$ cat src/rtf_pkg.sv
package rtf_pkg;
	// Rate figures in kHz, as printed
	localparam int CHIP_RATE_KHZ = 499200;
	localparam int SUBCHIP_DIVISOR = 128;
	localparam int CLOCK_RATE_KHZ = 10000;
	// Counter counts per clock: whole part plus a remainder modulo the clock rate
	localparam int COUNT_RATE_PRODUCT = CHIP_RATE_KHZ * SUBCHIP_DIVISOR;
	localparam int STEP_WHOLE = COUNT_RATE_PRODUCT / CLOCK_RATE_KHZ;
	localparam int STEP_REMAINDER = COUNT_RATE_PRODUCT % CLOCK_RATE_KHZ;

	localparam int COUNTER_WIDTH = 32;
	localparam int INTERVAL_WIDTH = 32;
	localparam int MAGNITUDE_WIDTH = 19;
	localparam int OFFSET_FIELD_WIDTH = 24;
	localparam int SIGN_POSITION = 19;

	// Figure-of-merit layout and special values
	localparam int FOM_EXTENSION_BIT = 7;
	localparam int FOM_SCALE_LSB = 5;
	localparam int FOM_INTERVAL_LSB = 3;
	localparam int FOM_LEVEL_LSB = 0;
	localparam logic [7:0] FOM_NO_INFO = 8'h00;
	localparam logic [7:0] FOM_UNCORRECTED = 8'h80;
	localparam logic [2:0] LEVEL_LOWEST = 3'h1;

	// Register byte offsets
	localparam logic [7:0] OFFSET_CONTROL = 8'h00;
	localparam logic [7:0] OFFSET_STATUS = 8'h04;
	localparam logic [7:0] OFFSET_NOW = 8'h08;
	localparam logic [7:0] OFFSET_START = 8'h0C;
	localparam logic [7:0] OFFSET_STOP = 8'h10;
	localparam logic [7:0] OFFSET_INTERVAL = 8'h14;
	localparam logic [7:0] OFFSET_TRACK = 8'h18;
	localparam logic [7:0] OFFSET_FOM = 8'h1C;

	// Control and status bit positions, reset values
	localparam int CONTROL_RUN_BIT = 0;
	localparam int CONTROL_CHAR_BIT = 1;
	localparam logic [1:0] CONTROL_RESET = 2'h3;
	localparam int STATUS_MEASURE_BIT = 0;
	localparam int STATUS_PENDING_BIT = 1;
	localparam int STATUS_DROPPED_BIT = 2;

	localparam logic [1:0] RESP_OKAY = 2'h0;
	localparam logic [1:0] RESP_SLVERR = 2'h2;

	typedef enum logic [1:0] {
		RTF_IDLE = 2'b00,
		RTF_MEASURE = 2'b01,
		RTF_REPORT = 2'b10
	} rtf_state_type;
endpackage

$ cat src/rtf_fom_if.sv
`timescale 1ns/1ps
interface rtf_fom_if;
	logic capture; // Take a new quality snapshot
	logic known; // Quality information exists
	logic untrusted; // Measurement cannot be trusted
	logic uncorrected; // Start count not corrected
	logic [2:0] level; // Confidence level code
	logic [1:0] interval; // Confidence interval code
	logic [1:0] scale; // Interval scaling code
	logic [7:0] octet; // Encoded figure of merit
	modport encoder (input capture, known, untrusted, uncorrected, level, interval, scale,
		output octet);
	modport user (output capture, known, untrusted, uncorrected, level, interval, scale,
		input octet);
endinterface

$ cat src/rtf_fom_encoder.sv
`timescale 1ns/1ps
module rtf_fom_encoder
	import rtf_pkg::*;
(
	input wire logic clock, // System clock
	input wire logic reset_n, // Synchronous reset, active low
	rtf_fom_if.encoder fom // Quality fields in, octet out
);
	logic [7:0] normal_octet;
	logic [2:0] safe_level;
	logic [7:0] next_octet;

	// A known quality never encodes as level zero, that code means no information
	assign safe_level = (fom.level == 3'h0) ? LEVEL_LOWEST : fom.level;
	assign normal_octet = (8'(fom.scale) << FOM_SCALE_LSB)
		| (8'(fom.interval) << FOM_INTERVAL_LSB)
		| (8'(safe_level) << FOM_LEVEL_LSB);

	// Priority: uncorrected start, then no information, then worst or given quality
	assign next_octet = fom.uncorrected ? FOM_UNCORRECTED :
		!fom.known ? FOM_NO_INFO :
		fom.untrusted ? {1'b0, 2'h3, 2'h3, LEVEL_LOWEST} :
		normal_octet;

	// Held from the start capture until the next one
	always_ff @(posedge clock) begin
		if (!reset_n) begin
			fom.octet <= FOM_NO_INFO;
		end else if (fom.capture) begin
			fom.octet <= next_octet;
		end
	end
endmodule

$ cat src/rtf_ranging.sv
// Contract
// - Counter values are 32-bit unsigned
// - Counter LSB is chip period over 128
// - Characterization yields offset and interval each report
// - Tracking window spans start to stop
// - Offset is sign-magnitude, 19-bit magnitude
// - Sign clear when transmitter oscillator faster
// - Offset over interval gives frequency difference
// - Interval is 32-bit, same unit
// - Tracking unit no longer than one chip
// - One figure of merit per counter value
// - Octet: extension, scale, interval, level fields
// - Level codes map to confidence percentages
// - Interval codes give full widths
// - Scale codes multiply by half to four
// - Extension set: only 0x80, uncorrected start
// - Zero only when no information; worst 0x79
// - Figure describes the reported start pulse
// - Report has five fields of fixed sizes
// - Five values always delivered together
`timescale 1ns/1ps
module rtf_ranging
	import rtf_pkg::*;
#(
	parameter bit CHAR_PRESENT = 1'b1 // Oscillator characterization built in
)(
	input wire logic clock, // 10 MHz system clock
	input wire logic reset_n, // Synchronous reset, active low
	input wire logic [7:0] s_axi_awaddr, // Write address
	input wire logic s_axi_awvalid, // Write address valid
	output logic s_axi_awready, // Write address ready
	input wire logic [31:0] s_axi_wdata, // Write data
	input wire logic [3:0] s_axi_wstrb, // Write byte strobes
	input wire logic s_axi_wvalid, // Write data valid
	output logic s_axi_wready, // Write data ready
	output logic [1:0] s_axi_bresp, // Write response
	output logic s_axi_bvalid, // Write response valid
	input wire logic s_axi_bready, // Write response ready
	input wire logic [7:0] s_axi_araddr, // Read address
	input wire logic s_axi_arvalid, // Read address valid
	output logic s_axi_arready, // Read address ready
	output logic [31:0] s_axi_rdata, // Read data
	output logic [1:0] s_axi_rresp, // Read response
	output logic s_axi_rvalid, // Read data valid
	input wire logic s_axi_rready, // Read data ready
	input wire logic start_pulse, // First header pulse arrived
	input wire logic stop_pulse, // Measurement end reached
	input wire logic drift_step, // One part of oscillator slip seen
	input wire logic drift_tx_faster, // Slip direction: transmitter faster
	input wire logic quality_known, // Quality information exists
	input wire logic quality_untrusted, // Measurement untrustworthy
	input wire logic uncorrected_start_flag, // Start count uncorrected
	input wire logic [2:0] quality_level, // Confidence level code
	input wire logic [1:0] quality_interval, // Confidence interval code
	input wire logic [1:0] quality_scale, // Interval scaling code
	output logic report_valid, // Timestamp report offered
	input wire logic report_ready, // MAC takes the report
	output logic [31:0] report_start, // Counter start value
	output logic [31:0] report_stop, // Counter stop value
	output logic [31:0] report_interval, // Tracking interval
	output logic [23:0] report_offset, // Tracking offset field
	output logic [7:0] figure_of_merit // Figure of merit octet
);
	localparam int FRACTION_WIDTH = $clog2(CLOCK_RATE_KHZ + 1);
	localparam int DRIFT_WIDTH = MAGNITUDE_WIDTH + 2;

	rtf_fom_if fom_bus ();

	rtf_state_type state;
	rtf_state_type next_state;
	logic [COUNTER_WIDTH-1:0] counter_now;
	logic [FRACTION_WIDTH-1:0] fraction;
	logic [1:0] control;
	logic dropped;
	logic [COUNTER_WIDTH-1:0] counter_start_value;
	logic signed [DRIFT_WIDTH-1:0] drift;
	logic [7:0] write_addr;
	logic write_addr_full;
	logic [31:0] write_data;
	logic [3:0] write_strobe;
	logic write_data_full;

	// Fractional step: add the whole part every clock plus a carry from the remainder
	wire [FRACTION_WIDTH:0] fraction_sum = {1'b0, fraction}
		+ (FRACTION_WIDTH + 1)'(STEP_REMAINDER);
	wire fraction_carry = fraction_sum >= (FRACTION_WIDTH + 1)'(CLOCK_RATE_KHZ);
	wire [FRACTION_WIDTH-1:0] next_fraction = fraction_carry
		? FRACTION_WIDTH'(fraction_sum - (FRACTION_WIDTH + 1)'(CLOCK_RATE_KHZ))
		: FRACTION_WIDTH'(fraction_sum);
	wire [COUNTER_WIDTH-1:0] counter_step = COUNTER_WIDTH'(STEP_WHOLE)
		+ COUNTER_WIDTH'(fraction_carry);
	wire run_enable = control[CONTROL_RUN_BIT];
	wire char_enable = CHAR_PRESENT && control[CONTROL_CHAR_BIT];

	// Sequencing events
	wire take_start = (state == RTF_IDLE) && start_pulse && run_enable;
	wire take_stop = (state == RTF_MEASURE) && stop_pulse;
	wire report_taken = report_valid && report_ready;
	wire start_lost = start_pulse && (state == RTF_REPORT);

	// Offset magnitude and sign from the signed slip count
	wire drift_negative = drift[DRIFT_WIDTH-1];
	wire [DRIFT_WIDTH-1:0] drift_abs = drift_negative ? DRIFT_WIDTH'(-drift)
		: DRIFT_WIDTH'(drift);
	wire magnitude_over = |drift_abs[DRIFT_WIDTH-1:MAGNITUDE_WIDTH];
	wire [MAGNITUDE_WIDTH-1:0] magnitude = magnitude_over ? {MAGNITUDE_WIDTH{1'b1}}
		: drift_abs[MAGNITUDE_WIDTH-1:0];
	wire [OFFSET_FIELD_WIDTH-1:0] offset_field = {
		{(OFFSET_FIELD_WIDTH - MAGNITUDE_WIDTH - 1){1'b0}},
		drift_negative, magnitude};
	// Interval in counter counts, a part of 1/128 chip
	wire [INTERVAL_WIDTH-1:0] interval_parts = counter_now - counter_start_value;

	// Counter, free running while enabled
	always_ff @(posedge clock) begin
		if (!reset_n) begin
			counter_now <= '0;
			fraction <= '0;
		end else if (run_enable) begin
			counter_now <= counter_now + counter_step;
			fraction <= next_fraction;
		end
	end

	// State sequencing
	always_comb begin
		next_state = state;
		unique case (state)
			RTF_IDLE: begin
				if (take_start) begin
					next_state = RTF_MEASURE;
				end
			end
			RTF_MEASURE: begin
				if (take_stop) begin
					next_state = RTF_REPORT;
				end
			end
			RTF_REPORT: begin
				if (report_taken) begin
					next_state = RTF_IDLE;
				end
			end
			default: begin
				next_state = RTF_IDLE;
			end
		endcase
	end

	always_ff @(posedge clock) begin
		if (!reset_n) begin
			state <= RTF_IDLE;
		end else begin
			state <= next_state;
		end
	end

	// Start capture; the figure of merit is captured on the same edge
	always_ff @(posedge clock) begin
		if (!reset_n) begin
			counter_start_value <= '0;
		end else if (take_start) begin
			counter_start_value <= counter_now;
		end
	end

	assign fom_bus.capture = take_start;
	assign fom_bus.known = quality_known;
	assign fom_bus.untrusted = quality_untrusted;
	assign fom_bus.uncorrected = uncorrected_start_flag;
	assign fom_bus.level = quality_level;
	assign fom_bus.interval = quality_interval;
	assign fom_bus.scale = quality_scale;

	rtf_fom_encoder fom_encoder (
		.clock(clock),
		.reset_n(reset_n),
		.fom(fom_bus.encoder)
	);

	// Slip count runs from start to stop, so the window covers the whole span
	always_ff @(posedge clock) begin
		if (!reset_n) begin
			drift <= '0;
		end else if (take_start) begin
			drift <= '0;
		end else if (state == RTF_MEASURE && drift_step) begin
			drift <= drift_tx_faster ? drift + DRIFT_WIDTH'(1)
				: drift - DRIFT_WIDTH'(1);
		end
	end

	// One snapshot of all five values; held until the MAC takes it
	always_ff @(posedge clock) begin
		if (!reset_n) begin
			report_start <= '0;
			report_stop <= '0;
			report_interval <= '0;
			report_offset <= '0;
			figure_of_merit <= FOM_NO_INFO;
		end else if (take_stop) begin
			report_start <= counter_start_value;
			report_stop <= counter_now;
			report_interval <= char_enable ? interval_parts : '0;
			report_offset <= char_enable ? offset_field : '0;
			figure_of_merit <= fom_bus.octet;
		end
	end

	// Valid only after the snapshot edge, so no field lags another
	assign report_valid = (state == RTF_REPORT);

	// Sticky drop flag: a start lost while a report waits; set beats clear
	wire control_write = write_addr_full && write_data_full && !s_axi_bvalid;
	wire addr_is_control = write_addr == OFFSET_CONTROL;
	wire drop_clear = control_write && addr_is_control && write_strobe[0]
		&& write_data[STATUS_DROPPED_BIT];
	always_ff @(posedge clock) begin
		if (!reset_n) begin
			dropped <= 1'b0;
		end else if (start_lost) begin
			dropped <= 1'b1;
		end else if (drop_clear) begin
			dropped <= 1'b0;
		end
	end

	// Write channel: address and data taken in either order
	assign s_axi_awready = !write_addr_full && !s_axi_bvalid;
	assign s_axi_wready = !write_data_full && !s_axi_bvalid;
	always_ff @(posedge clock) begin
		if (!reset_n) begin
			write_addr_full <= 1'b0;
			write_addr <= '0;
		end else if (s_axi_awvalid && s_axi_awready) begin
			write_addr_full <= 1'b1;
			write_addr <= s_axi_awaddr;
		end else if (control_write) begin
			write_addr_full <= 1'b0;
		end
	end

	always_ff @(posedge clock) begin
		if (!reset_n) begin
			write_data_full <= 1'b0;
			write_data <= '0;
			write_strobe <= '0;
		end else if (s_axi_wvalid && s_axi_wready) begin
			write_data_full <= 1'b1;
			write_data <= s_axi_wdata;
			write_strobe <= s_axi_wstrb;
		end else if (control_write) begin
			write_data_full <= 1'b0;
		end
	end

	// Only the control word is writable; other mapped words ignore writes
	wire write_mapped = (write_addr[7:2] <= OFFSET_FOM[7:2]) && (write_addr[1:0] == 2'h0);
	always_ff @(posedge clock) begin
		if (!reset_n) begin
			control <= CONTROL_RESET;
		end else if (control_write && addr_is_control && write_strobe[0]) begin
			control <= write_data[1:0];
		end
	end

	// Response one cycle after both halves are held
	always_ff @(posedge clock) begin
		if (!reset_n) begin
			s_axi_bvalid <= 1'b0;
			s_axi_bresp <= RESP_OKAY;
		end else if (control_write) begin
			s_axi_bvalid <= 1'b1;
			s_axi_bresp <= write_mapped ? RESP_OKAY : RESP_SLVERR;
		end else if (s_axi_bready) begin
			s_axi_bvalid <= 1'b0;
		end
	end

	// Read decode; status shows the sequencer, pending report and drop flag
	logic [31:0] read_word;
	logic read_hit;
	wire [31:0] status_word = {29'h0, dropped, report_valid, state == RTF_MEASURE};
	always_comb begin
		read_hit = 1'b1;
		unique case (s_axi_araddr)
			OFFSET_CONTROL: read_word = {30'h0, control};
			OFFSET_STATUS: read_word = status_word;
			OFFSET_NOW: read_word = counter_now;
			OFFSET_START: read_word = report_start;
			OFFSET_STOP: read_word = report_stop;
			OFFSET_INTERVAL: read_word = report_interval;
			OFFSET_TRACK: read_word = {8'h0, report_offset};
			OFFSET_FOM: read_word = {24'h0, figure_of_merit};
			default: begin
				read_word = 32'h0;
				read_hit = 1'b0;
			end
		endcase
	end

	// Read channel: one read in flight, data from a register
	assign s_axi_arready = !s_axi_rvalid;
	always_ff @(posedge clock) begin
		if (!reset_n) begin
			s_axi_rvalid <= 1'b0;
			s_axi_rdata <= '0;
			s_axi_rresp <= RESP_OKAY;
		end else if (s_axi_arvalid && s_axi_arready) begin
			s_axi_rvalid <= 1'b1;
			s_axi_rdata <= read_word;
			s_axi_rresp <= read_hit ? RESP_OKAY : RESP_SLVERR;
		end else if (s_axi_rready) begin
			s_axi_rvalid <= 1'b0;
		end
	end
endmodule

$ cat config.mk
export PLATFORM = sky130hd
export DESIGN_NAME = rtf_ranging
export DESIGN_NICKNAME = d
export VERILOG_FILES = /design/src/rtf_pkg.sv /design/src/rtf_fom_if.sv /design/src/rtf_fom_encoder.sv /design/src/rtf_ranging.sv
export SDC_FILE = /design/constraint.sdc
export NUM_CORES = 1
export LEC_CHECK = 0
export BUFFER_PORTS_ARGS = -buffer_cell sky130_fd_sc_hd__buf_2
export CORE_MARGIN = 4
export CORE_UTILIZATION = 53
export CTS_BUF_LIST = sky130_fd_sc_hd__clkbuf_4 sky130_fd_sc_hd__clkbuf_8
export DETAILED_ROUTE_END_ITERATION = 10
export HOLD_SLACK_MARGIN = 0.08
export PLACE_DENSITY = 0.86
export SLEW_MARGIN = 10
export SYNTH_ARGS = -nofsm -noshare
export SYNTH_HDL_FRONTEND = slang
export SYNTH_SLANG_ARGS = --single-unit
$ cat constraint.sdc
create_clock -name clock -period 4.05 [get_ports clock]
set_input_delay 0.405 -clock clock [delete_from_list [all_inputs] [get_ports clock]]
set_output_delay 0.405 -clock clock [all_outputs]
set_load 0.01 [all_outputs]
==> results of run 1 <==
synthesized netlist by cell type, types with 19 or more instances:
library cell / count / share of area, %
clkbuf_1: 99 / 2.6
xnor2_1: 43 / 2.6
ha_1: 56 / 4.8
dfxtp_1: 282 / 39
a22oi_1: 66 / 3.4
nor3_1: 23 / 0.79
xor2_1: 47 / 2.8
nand2_1: 343 / 8.9
inv_1: 54 / 1.4
nand3_1: 26 / 0.90
a21o_1: 42 / 2.2
o21ai_0: 53 / 1.8
nor2_1: 128 / 3.3
nand2b_1: 19 / 0.82
a21oi_1: 269 / 9.3
worst register-to-register path, stage by stage (launching register included):
cell and delay, ns:
dfxtp_2 0.39, inv_1 0.09, ha_1 0.38, nand2_1 0.10
a211o_1 0.27, o2111ai_1 0.15, o221ai_2 0.19, o32ai_2 0.30
ha_1 0.21, inv_1 0.05, ha_1 0.20, o21ai_2 0.19
a21oi_1 0.14, o31a_1 0.32, and2_2 0.27, nand3_1 0.12
xor2_1 0.19, nor2_1 0.07
placed cells by master, fill, tap and decap left out, types with 47 or more instances in the layout:
master,instances
xor2_1,47
inv_1,53
buf_2,205
dfxtp_1,281
a21oi_1,268
nor2_1,125
ha_1,56
nand2_1,342
a22oi_1,66
o21ai_0,51
clkbuf_8,60
cell type report:
| cell class | instances | area [µm²] |
|---|---|---|
| multi-input cells | 1385 | 8220 |
| repair buffers | 237 | 1280 |
| inverters | 55 | 211 |
| diodes | 3 | 7.51 |
| fillers | 2223 | 10200 |
| well taps | 341 | 427 |
| clock buffers | 74 | 931 |
| flip-flops and latches | 282 | 5650 |
| clock inverters | 6 | 30.0 |
cell families (layout without fill, tap and decap cells):
| kind of cell | Yosys count | after routing | share of synthesized area (%) |
|---|---|---|---|
| fa+ha+maj | 58 | 58 | 5.11 |
| mux | 16 | 16 | 1.11 |
| flops | 282 | 282 | 39.0 |
| buf+inv | 173 | 372 | 4.77 |
| simple gates | 639 | 639 | 19.6 |
| other cells | 1 | 9 | 0.0259 |
| xor+xnor | 90 | 90 | 5.44 |
| compound gates | 576 | 576 | 25.0 |
final timing paths:
kind,end,slack [ns],cells past startpoint
setup / recovery,counter_now[28]$_SDFFE_PN0P_,0.26,17
hold reg to reg,figure_of_merit[0]$_SDFFE_PN0P_,0.45,2
hold / removal,write_strobe[0]$_SDFFE_PN0P_,0.09,3
setup reg to reg,counter_now[28]$_SDFFE_PN0P_,0.26,17
layer usage:
metal / global-route usage (%) / vias up / part of all wire [%]
met1: 38.2 / 6838 / 40
met2: 45.4 / 795 / 45
met3: 6.87 / 124 / 12
met5: 0 / - / 0.026
li1: - / 6807 / -
met4: 9.98 / 2 / 3.1
flip-flops by register name, indices dropped and copies added, names as in the netlist, 2 cells and up:
register               flops
counter_now               32
counter_start_value       32
report_interval           32
report_start              32
report_stop               32
s_axi_rdata               32
drift                     21
report_offset             20
fraction                  10
figure_of_merit            8
fom_encoder.fom.octet      8
write_addr                 8
write_data                 3
control                    2
state                      2
metrics by stage:
step	instance area, µm²	hold slack [ns]	cells	total power, W
after floorplan	14500	0.425	1840	0.00512
after global placement	15700	0.438	2295	0.00560
after detailed placement	15700	0.444	2295	0.00568
after CTS	16700	0.0803	2380	0.00825
after global routing	16800	0.0944	2383	0.00874
final	16800	0.0880	2383	0.00833
where the power goes:
part,switching (W),leakage (nW),internal [W]
logic,0.00140,4.17,0.00108
clock network,0.00115,0.519,0.00145
registers,0.000294,2.29,0.00296
timing repair:
| item | CTS | global route |
|---|---|---|
| hold endpoints to repair | 5 | 0 |
| cloned | 0 | 0 |
| gates resized for setup | 1 | 9 |
| hold buffers | 5 | 0 |
| pin swaps | 0 | 0 |
| endpoints found under the setup margin | 3 | 15 |
==> results summary, run 1 <==
Routability-driven placement finished with a final weighted congestion of between 1 and 1.5. The wire length of the first global-routing pass is slightly above 70 mm. In this run the deepest clock path goes through 3 buffers. The final standard cell utilization of the core came out at approximately 62%. The average wire per standard cell came out at approximately 19 µm. The register bit total from synthesis is ~280. The max-capacitance violation count came out at 0. Setup slack on the critical path of the routed design comes to roughly 0.26 ns. The sequential cell area fraction in the yosys report came out at between 30% and 40%. The final worst-path cycle share is 93.6%. Counting the buffers created by CTS gives 47. STA classifies the critical path endpoint as a register. The number of global-route vias before repair is 13700. Across the VDD grid, the largest voltage drop is approximately 0.27 mV.

TritonCTS built the clock tree. The number of antenna violations at the first check in global routing came out at 4. Synthesis produced 1835 cells. The path class of the tightest hold or removal check is input port to register. The count of nets left with antenna violations once routing finished came out at 0.

The placed wire-length estimate is 31.7 mm. The initial core utilization came out at between 50% and 60%. The type of element launching the critical path is a register. Tracing the worst setup path back leads to its startpoint at fraction[5]$_SDFFE_PN0P_. The number of vias per cell is just over 6. The share of layout cells above drive strength 1 came out at ~17%. The global route total overflow came out at 0. The total global-route track usage came out at 28.6%. The aggregate negative setup slack came out at 0 ns. The setup slack after placement came out at 0.0118 ns. The worst hold path begins at s_axi_wstrb[0]. The clock-pin slew reported for the worst setup and hold paths after clock tree synthesis is about 0.060 ns. The die covers around 0.03 mm².

The floorplan die width is roughly 170 µm. The actual slew at the worst max-slew pin is between 1 and 1.5 ns. The clock period minus final worst setup slack is 3.79 ns. The analysis attributes to cell leakage a power of about 7 nW. The maximum number of pins on one net before global-route repair came out at 85.

The headroom to the max-slew limit came out at 29.3%. Yosys mapped a number of flops with a built-in enable equal to 0. The maximum level of the CTS H-tree is 2.

Setup repair after global routing left no endpoint under its margin. The number of failing setup endpoints in the final timing report is 0. The number of optimization iterations in the first detailed-route pass is 8.

Once the clock tree was built, the setup fixing pass inserted 0 buffers. The buffers plus inverters on the worst setup path is 2. The DRC violation count after routing came out at 0. The final hold violation count came out at 0. In this run the worst path has a maximum fanout of 7. Wires add up to roughly 45 mm. The number of primary I/O pins is between 200 and 250. On the critical path, the stage with the largest delay is an instance of dfxtp_2. For this design the ratio of total power to cell area is between 400 and 500 mW/mm². The clock net sink count is approximately 280. The number of violations reported at the end of detailed-routing iteration 0 is 1600.

The worst clock skew came out at 0.0166 ns. The post-synthesis async set-or-reset flop share came out at 0%. The tree is rooted in a clkbuf_8. The most common cell type on the critical path is ha_1.

Relative to the synthesized area, the layout overhead comes to 15.6%. The number of distinct library cells after synthesis came out at 78. The number of max-slew violations in the final report was 0. The row count came out at 60. The die span in y is between 150 and 200 µm. The synthesized netlist occupies a cell area of 0.0145 mm². The critical path data required time is 4.46 ns. The data arrival at the endpoint of the critical path came out at ~4.2 ns. In this design, the stage delay of the slowest critical-path cell is around 0.4 ns. For the worst-skew pair, the clock arrives at the later sink with an insertion delay of between 0.5 and 0.6 ns. The most used flip-flop cell after synthesis is dfxtp_1. The critical path is of the register to register type. The number of warnings reported in the yosys synthesis log came out at 0. The area of the placeable core came out at ~0.027 mm². The source of the worst register-to-register timing path is fraction[5]$_SDFFE_PN0P_.

Among cell families on the critical path, the largest total delay comes from compound AO/OA/AOI/OAI gates. The mean instance size in the synthesized netlist came out at slightly below 8 µm². The critical path goes through inv_1 -> ha_1 -> nand2_1 -> a211o_1 -> o2111ai_1 -> o221ai_2 -> o32ai_2 -> ha_1 -> inv_1 -> ha_1 -> o21ai_2 -> a21oi_1 -> o31a_1 -> and2_2 -> nand3_1 -> xor2_1 -> nor2_1. Buffers placed on the I/O ports in this run total a little over 200. Detailed routing inserted a total of approximately 15000 vias. The run finished with clean final reports. Timing would allow up to 264 MHz. The number of nets in the layout is between 2000 and 2500.
No activity file was read; power rests on OpenSTA's default activity.
==> inputs of run 2 (changes only) <==
SYNTH_HIERARCHICAL = 1   (was default)
==> run 2 against run 1 <==
Against the previous run: maximum frequency decreased by 1.6%; first-iteration DRC count increased by 14%; utilization increased by 1.1 points; sequential power about the same; clock skew increased by 0.0056 ns; power increased by 2.0%; routed wire length increased by 1.4%; global-route usage increased by 0.48 points; count of clock-buffer cells in the layout decreased by 2; critical path type unchanged; largest cell class unchanged; highest routed layer unchanged.
==> results summary, run 2 <==
Ranked by instance count, the synthesized netlist is headed by nand2_1 (340), dfxtp_1 (282), a21oi_1 (277), nor2_1 (135), clkbuf_1 (102). The most common library cell in the layout ignoring fill and taps is nand2_1. Dividing the synthesized area by the synthesized cell count gives about 8 µm².

The placed wire-length estimate is around 32 mm. Counting every instance in the synthesized netlist gives ~1800. Detailed routing inserted a total of approximately 15000 vias. The storage element area came out at roughly 0.0057 mm². The most used flip-flop cell after synthesis is dfxtp_1.

The number of max-slew violations in the final report is 0. The wire length of the first global-routing pass is approximately 73 mm. After detailed routing, the number of remaining DRC violations is 0. TritonCTS built the clock tree. The final hold violation count was 0.

The met3 track demand over resource is approximately 6.2%. The data arrival at the endpoint of the critical path is between 4 and 5 ns. The most common cell in the synthesized netlist is nand2_1. Global routing used just under 30% of the available tracks. The die span in y came out at between 150 and 200 µm. The count of placed standard cells in the final layout, fillers left out is 2416.

Leaving out fill and tap cells, the most frequent cells in the layout are nand2_1 (339), dfxtp_1 (280), a21oi_1 (276). The switching power is around 0.0029 W. The average wire per standard cell is around 19 µm. The worst clock skew is 0.0223 ns.

The cell chosen for the clock root is clkbuf_8. The endpoint of the worst-slack reg-to-reg timing path is counter_now[27]$_SDFFE_PN0P_. The count of nets left with antenna violations after detail routing came out at 0. The post-synthesis async set-or-reset flop share came out at 0%. The sequential group share of total power came out at between 30% and 40%. The number of primary I/O pins is between 200 and 250. The power share of the combinational group is between 30% and 40%. The setup slack after placement came out at -0.118 ns. Sequential cells were found to cover 39.1% of the synthesized design area.

The number of global-route vias before repair came to between 10000 and 15000. The register bit total from synthesis is between 200 and 300. Compared with the post-synthesis result, the final layout area differs by 17.6%. The slack of the worst reg-to-reg path is 0.20 ns. The leakage power figure is about 7.2 nW. The clock period minus final worst setup slack is ~3.9 ns.

The number of distinct library cells after synthesis is 83. The cell area after synthesis is between 0.01 and 0.015 mm². The number of warnings reported in the yosys synthesis log came out at 6. The latest clock arrival within the worst-skew pair is 0.57 ns. The path class of the tightest hold or removal check is input port to register. Counting cells, the worst reg-to-reg path comes to 18.

The run finished with clean final reports. After the last flow step, the layout net total stands at 2176. The maximum achievable frequency came out at between 200 and 300 MHz. The initial core utilization came out at between 50% and 60%. Cells with a size suffix above 1 make up between 15 and 20% of the layout.

The area of the multi-input gates came out at around 0.0082 mm². In this run the most used layer during global routing was met2. The clock-pin slew reported for the worst setup and hold paths after clock tree synthesis is 0.06 ns. The switching power as a share of total power came out at 33.9%.

In this run the biggest area consumer among cell types represents between 30 and 40% of the synthesized area. The number of instances in the placed design came out at 2320. The biggest fanout along the worst timing path came out at 7.

The floorplan has 60 rows. Global routing used 48.0% of the available met2 tracks. The clock network is responsible for between 30% and 40% of the overall power.

The number of vias per cell came out at slightly above 6. By area the synthesized netlist is led by dfxtp_1 (39%), a21oi_1 (9.6%), nand2_1 (8.8%). In this run the number of H-tree levels came out at 2. At the end of routability-driven placement, the weighted congestion stood at 0.931.

The maximum number of pins on one net before global-route repair came out at 104. The max-capacitance violation count is 0. The clock passes through at most 3 buffers. The critical path data required time is between 4 and 5 ns. The total of buffers placed on input and output ports is slightly above 200. The end point of the most critical hold path is fom_encoder/fom.octet[6]$_SDFFE_PN0P_. The worst hold path begins at quality_scale[1]. The cell-internal power came out at 0.00561 W.

The number of failing setup endpoints in the final timing report came out at 0. The peak ir drop on the vdd network came out at between 0.3 and 0.4 mV. Of all cell types, the one taking the most synthesized area is dfxtp_1. The number of antenna violations at the first check in global routing is 3. The post-detailed-routing wire length came out at roughly 46 mm. The endpoint class of the critical path is a register. The number of cells traversed by the worst hold path is 3.

The region available for standard cell placement spans between 0.02 and 0.03 mm². The total die area came out at 0.0300 mm². The first detailed-routing pass took 6 iterations.

The headroom to the max-slew limit came out at a little under a fifth. Buffers inserted during clock tree synthesis total 47. The number of flops mapped to enable cells by yosys is 0. The actual slew at the worst max-slew pin is roughly 1.2 ns. The final-layout fill cell count is 2201.

The source of the worst register-to-register timing path is fraction[6]$_SDFFE_PN0P_. The power per unit of standard cell area came out at 500 mW/mm². The number of violations reported at the end of detailed-routing iteration 0 came out at ~1800.

The floorplan die width came out at ~170 µm. After global routing the overflow that remains totals 0. The worst setup path is of the register to register kind. The final critical path takes up around 95% of the cycle. The clock net sink count is about 280. The met1 layer usage reported by global route came out at 37.3%.

STA classifies the critical path startpoint as a register. The least setup slack across all paths after layout is 0.197 ns.
-- run 2: area by class of cell --
class	count	share of cell area [%]
clock inverters	6	0.508
clock buffers	72	5.20
inverters	63	1.42
multi-input cells	1385	48.1
flip-flops and latches	282	33.2
repair buffers	265	9.03
well taps	341	2.51
diodes	2	0.0294
-- run 2: power groups by stage --
stage | combinational (W) | sequential, W | clock (W)
after global routing | 0.00288 | 0.00326 | 0.00280
after detailed placement | 0.00246 | 0.00328 | 0
after global placement | 0.00236 | 0.00326 | 0
after CTS | 0.00250 | 0.00322 | 0.00266
final | 0.00262 | 0.00324 | 0.00264
after floorplan | 0.00186 | 0.00319 | 0
-- run 2: repair_timing --
item                                   in CTS  in global routing
pin swaps                                   0                  3
setup endpoints to repair                  13                 15
resized for setup                           7                 14
setup buffers                               0                  2
endpoints found under the hold margin      14                  0
cloned                                      0                  0
hold buffers                               14                  0
-- run 2: per-stage QoR --
stage          utilization, %  hold slack, ns  cell area (µm²)  power [W]  setup TNS, ns
3_5_place_dp             58.8           0.443            15800    0.00573         -0.591
5_1_grt                  63.2           0.107            17000    0.00893        -0.0567
2_1_floorplan               -           0.423            14500    0.00505              0
3_3_place_gp             58.8           0.438            15800    0.00562              0
6_report                 63.2          0.0970            17000    0.00849              0
4_1_cts                  63.0          0.0830            16900    0.00837              0
-- run 2: kinds of logic after synthesis --
kind of cell / share of synthesized area (%)
AO/OA/AOI/OAI: 24.4
adder cells (fa/ha/maj): 5.12
buffers and inverters: 5.12
XOR/XNOR: 5.33
multiplexers: 0.969
other: 0.0259
AND/OR/NAND/NOR: 20.0
flip-flops: 39.1
-- run 2: metal layers --
metal	up-vias	part of all wire, %
met4	6	3.6
met1	7017	40
met2	805	46
li1	6870	-
met5	-	0.080
met3	162	10
-- run 2: worst max path at each step --
stage / startpoint / end / slack [ns]
detailed placement: fraction[4]$_SDFFE_PN0P_ / counter_now[31]$_SDFFE_PN0P_ / -0.12
global route: fraction[4]$_SDFFE_PN0P_ / counter_now[29]$_SDFFE_PN0P_ / -0.02
global placement: fraction[4]$_SDFFE_PN0P_ / counter_now[27]$_SDFFE_PN0P_ / 0.07
finish: fraction[6]$_SDFFE_PN0P_ / counter_now[27]$_SDFFE_PN0P_ / 0.20
CTS: fraction[4]$_SDFFE_PN0P_ / counter_now[27]$_SDFFE_PN0P_ / 0.02
floorplan: fraction[4]$_SDFFE_PN0P_ / counter_now[26]$_SDFFE_PN0P_ / 0.05
-- run 2: worst max-delay path: stages (launching register included) --
cell and delay [ns]:
dfxtp_1 0.45, o21ai_0 0.19, or4_1 0.55, a311oi_2 0.25, or2_2 0.16, o21a_1 0.13
inv_2 0.08, ha_4 0.17, nor2b_2 0.12, o21ai_1 0.14, a21oi_2 0.20, o311ai_1 0.12
buf_4 0.18, or2_2 0.32, nor2_1 0.14, buf_4 0.16, nand4_1 0.11, xor2_1 0.16
nor2_1 0.05
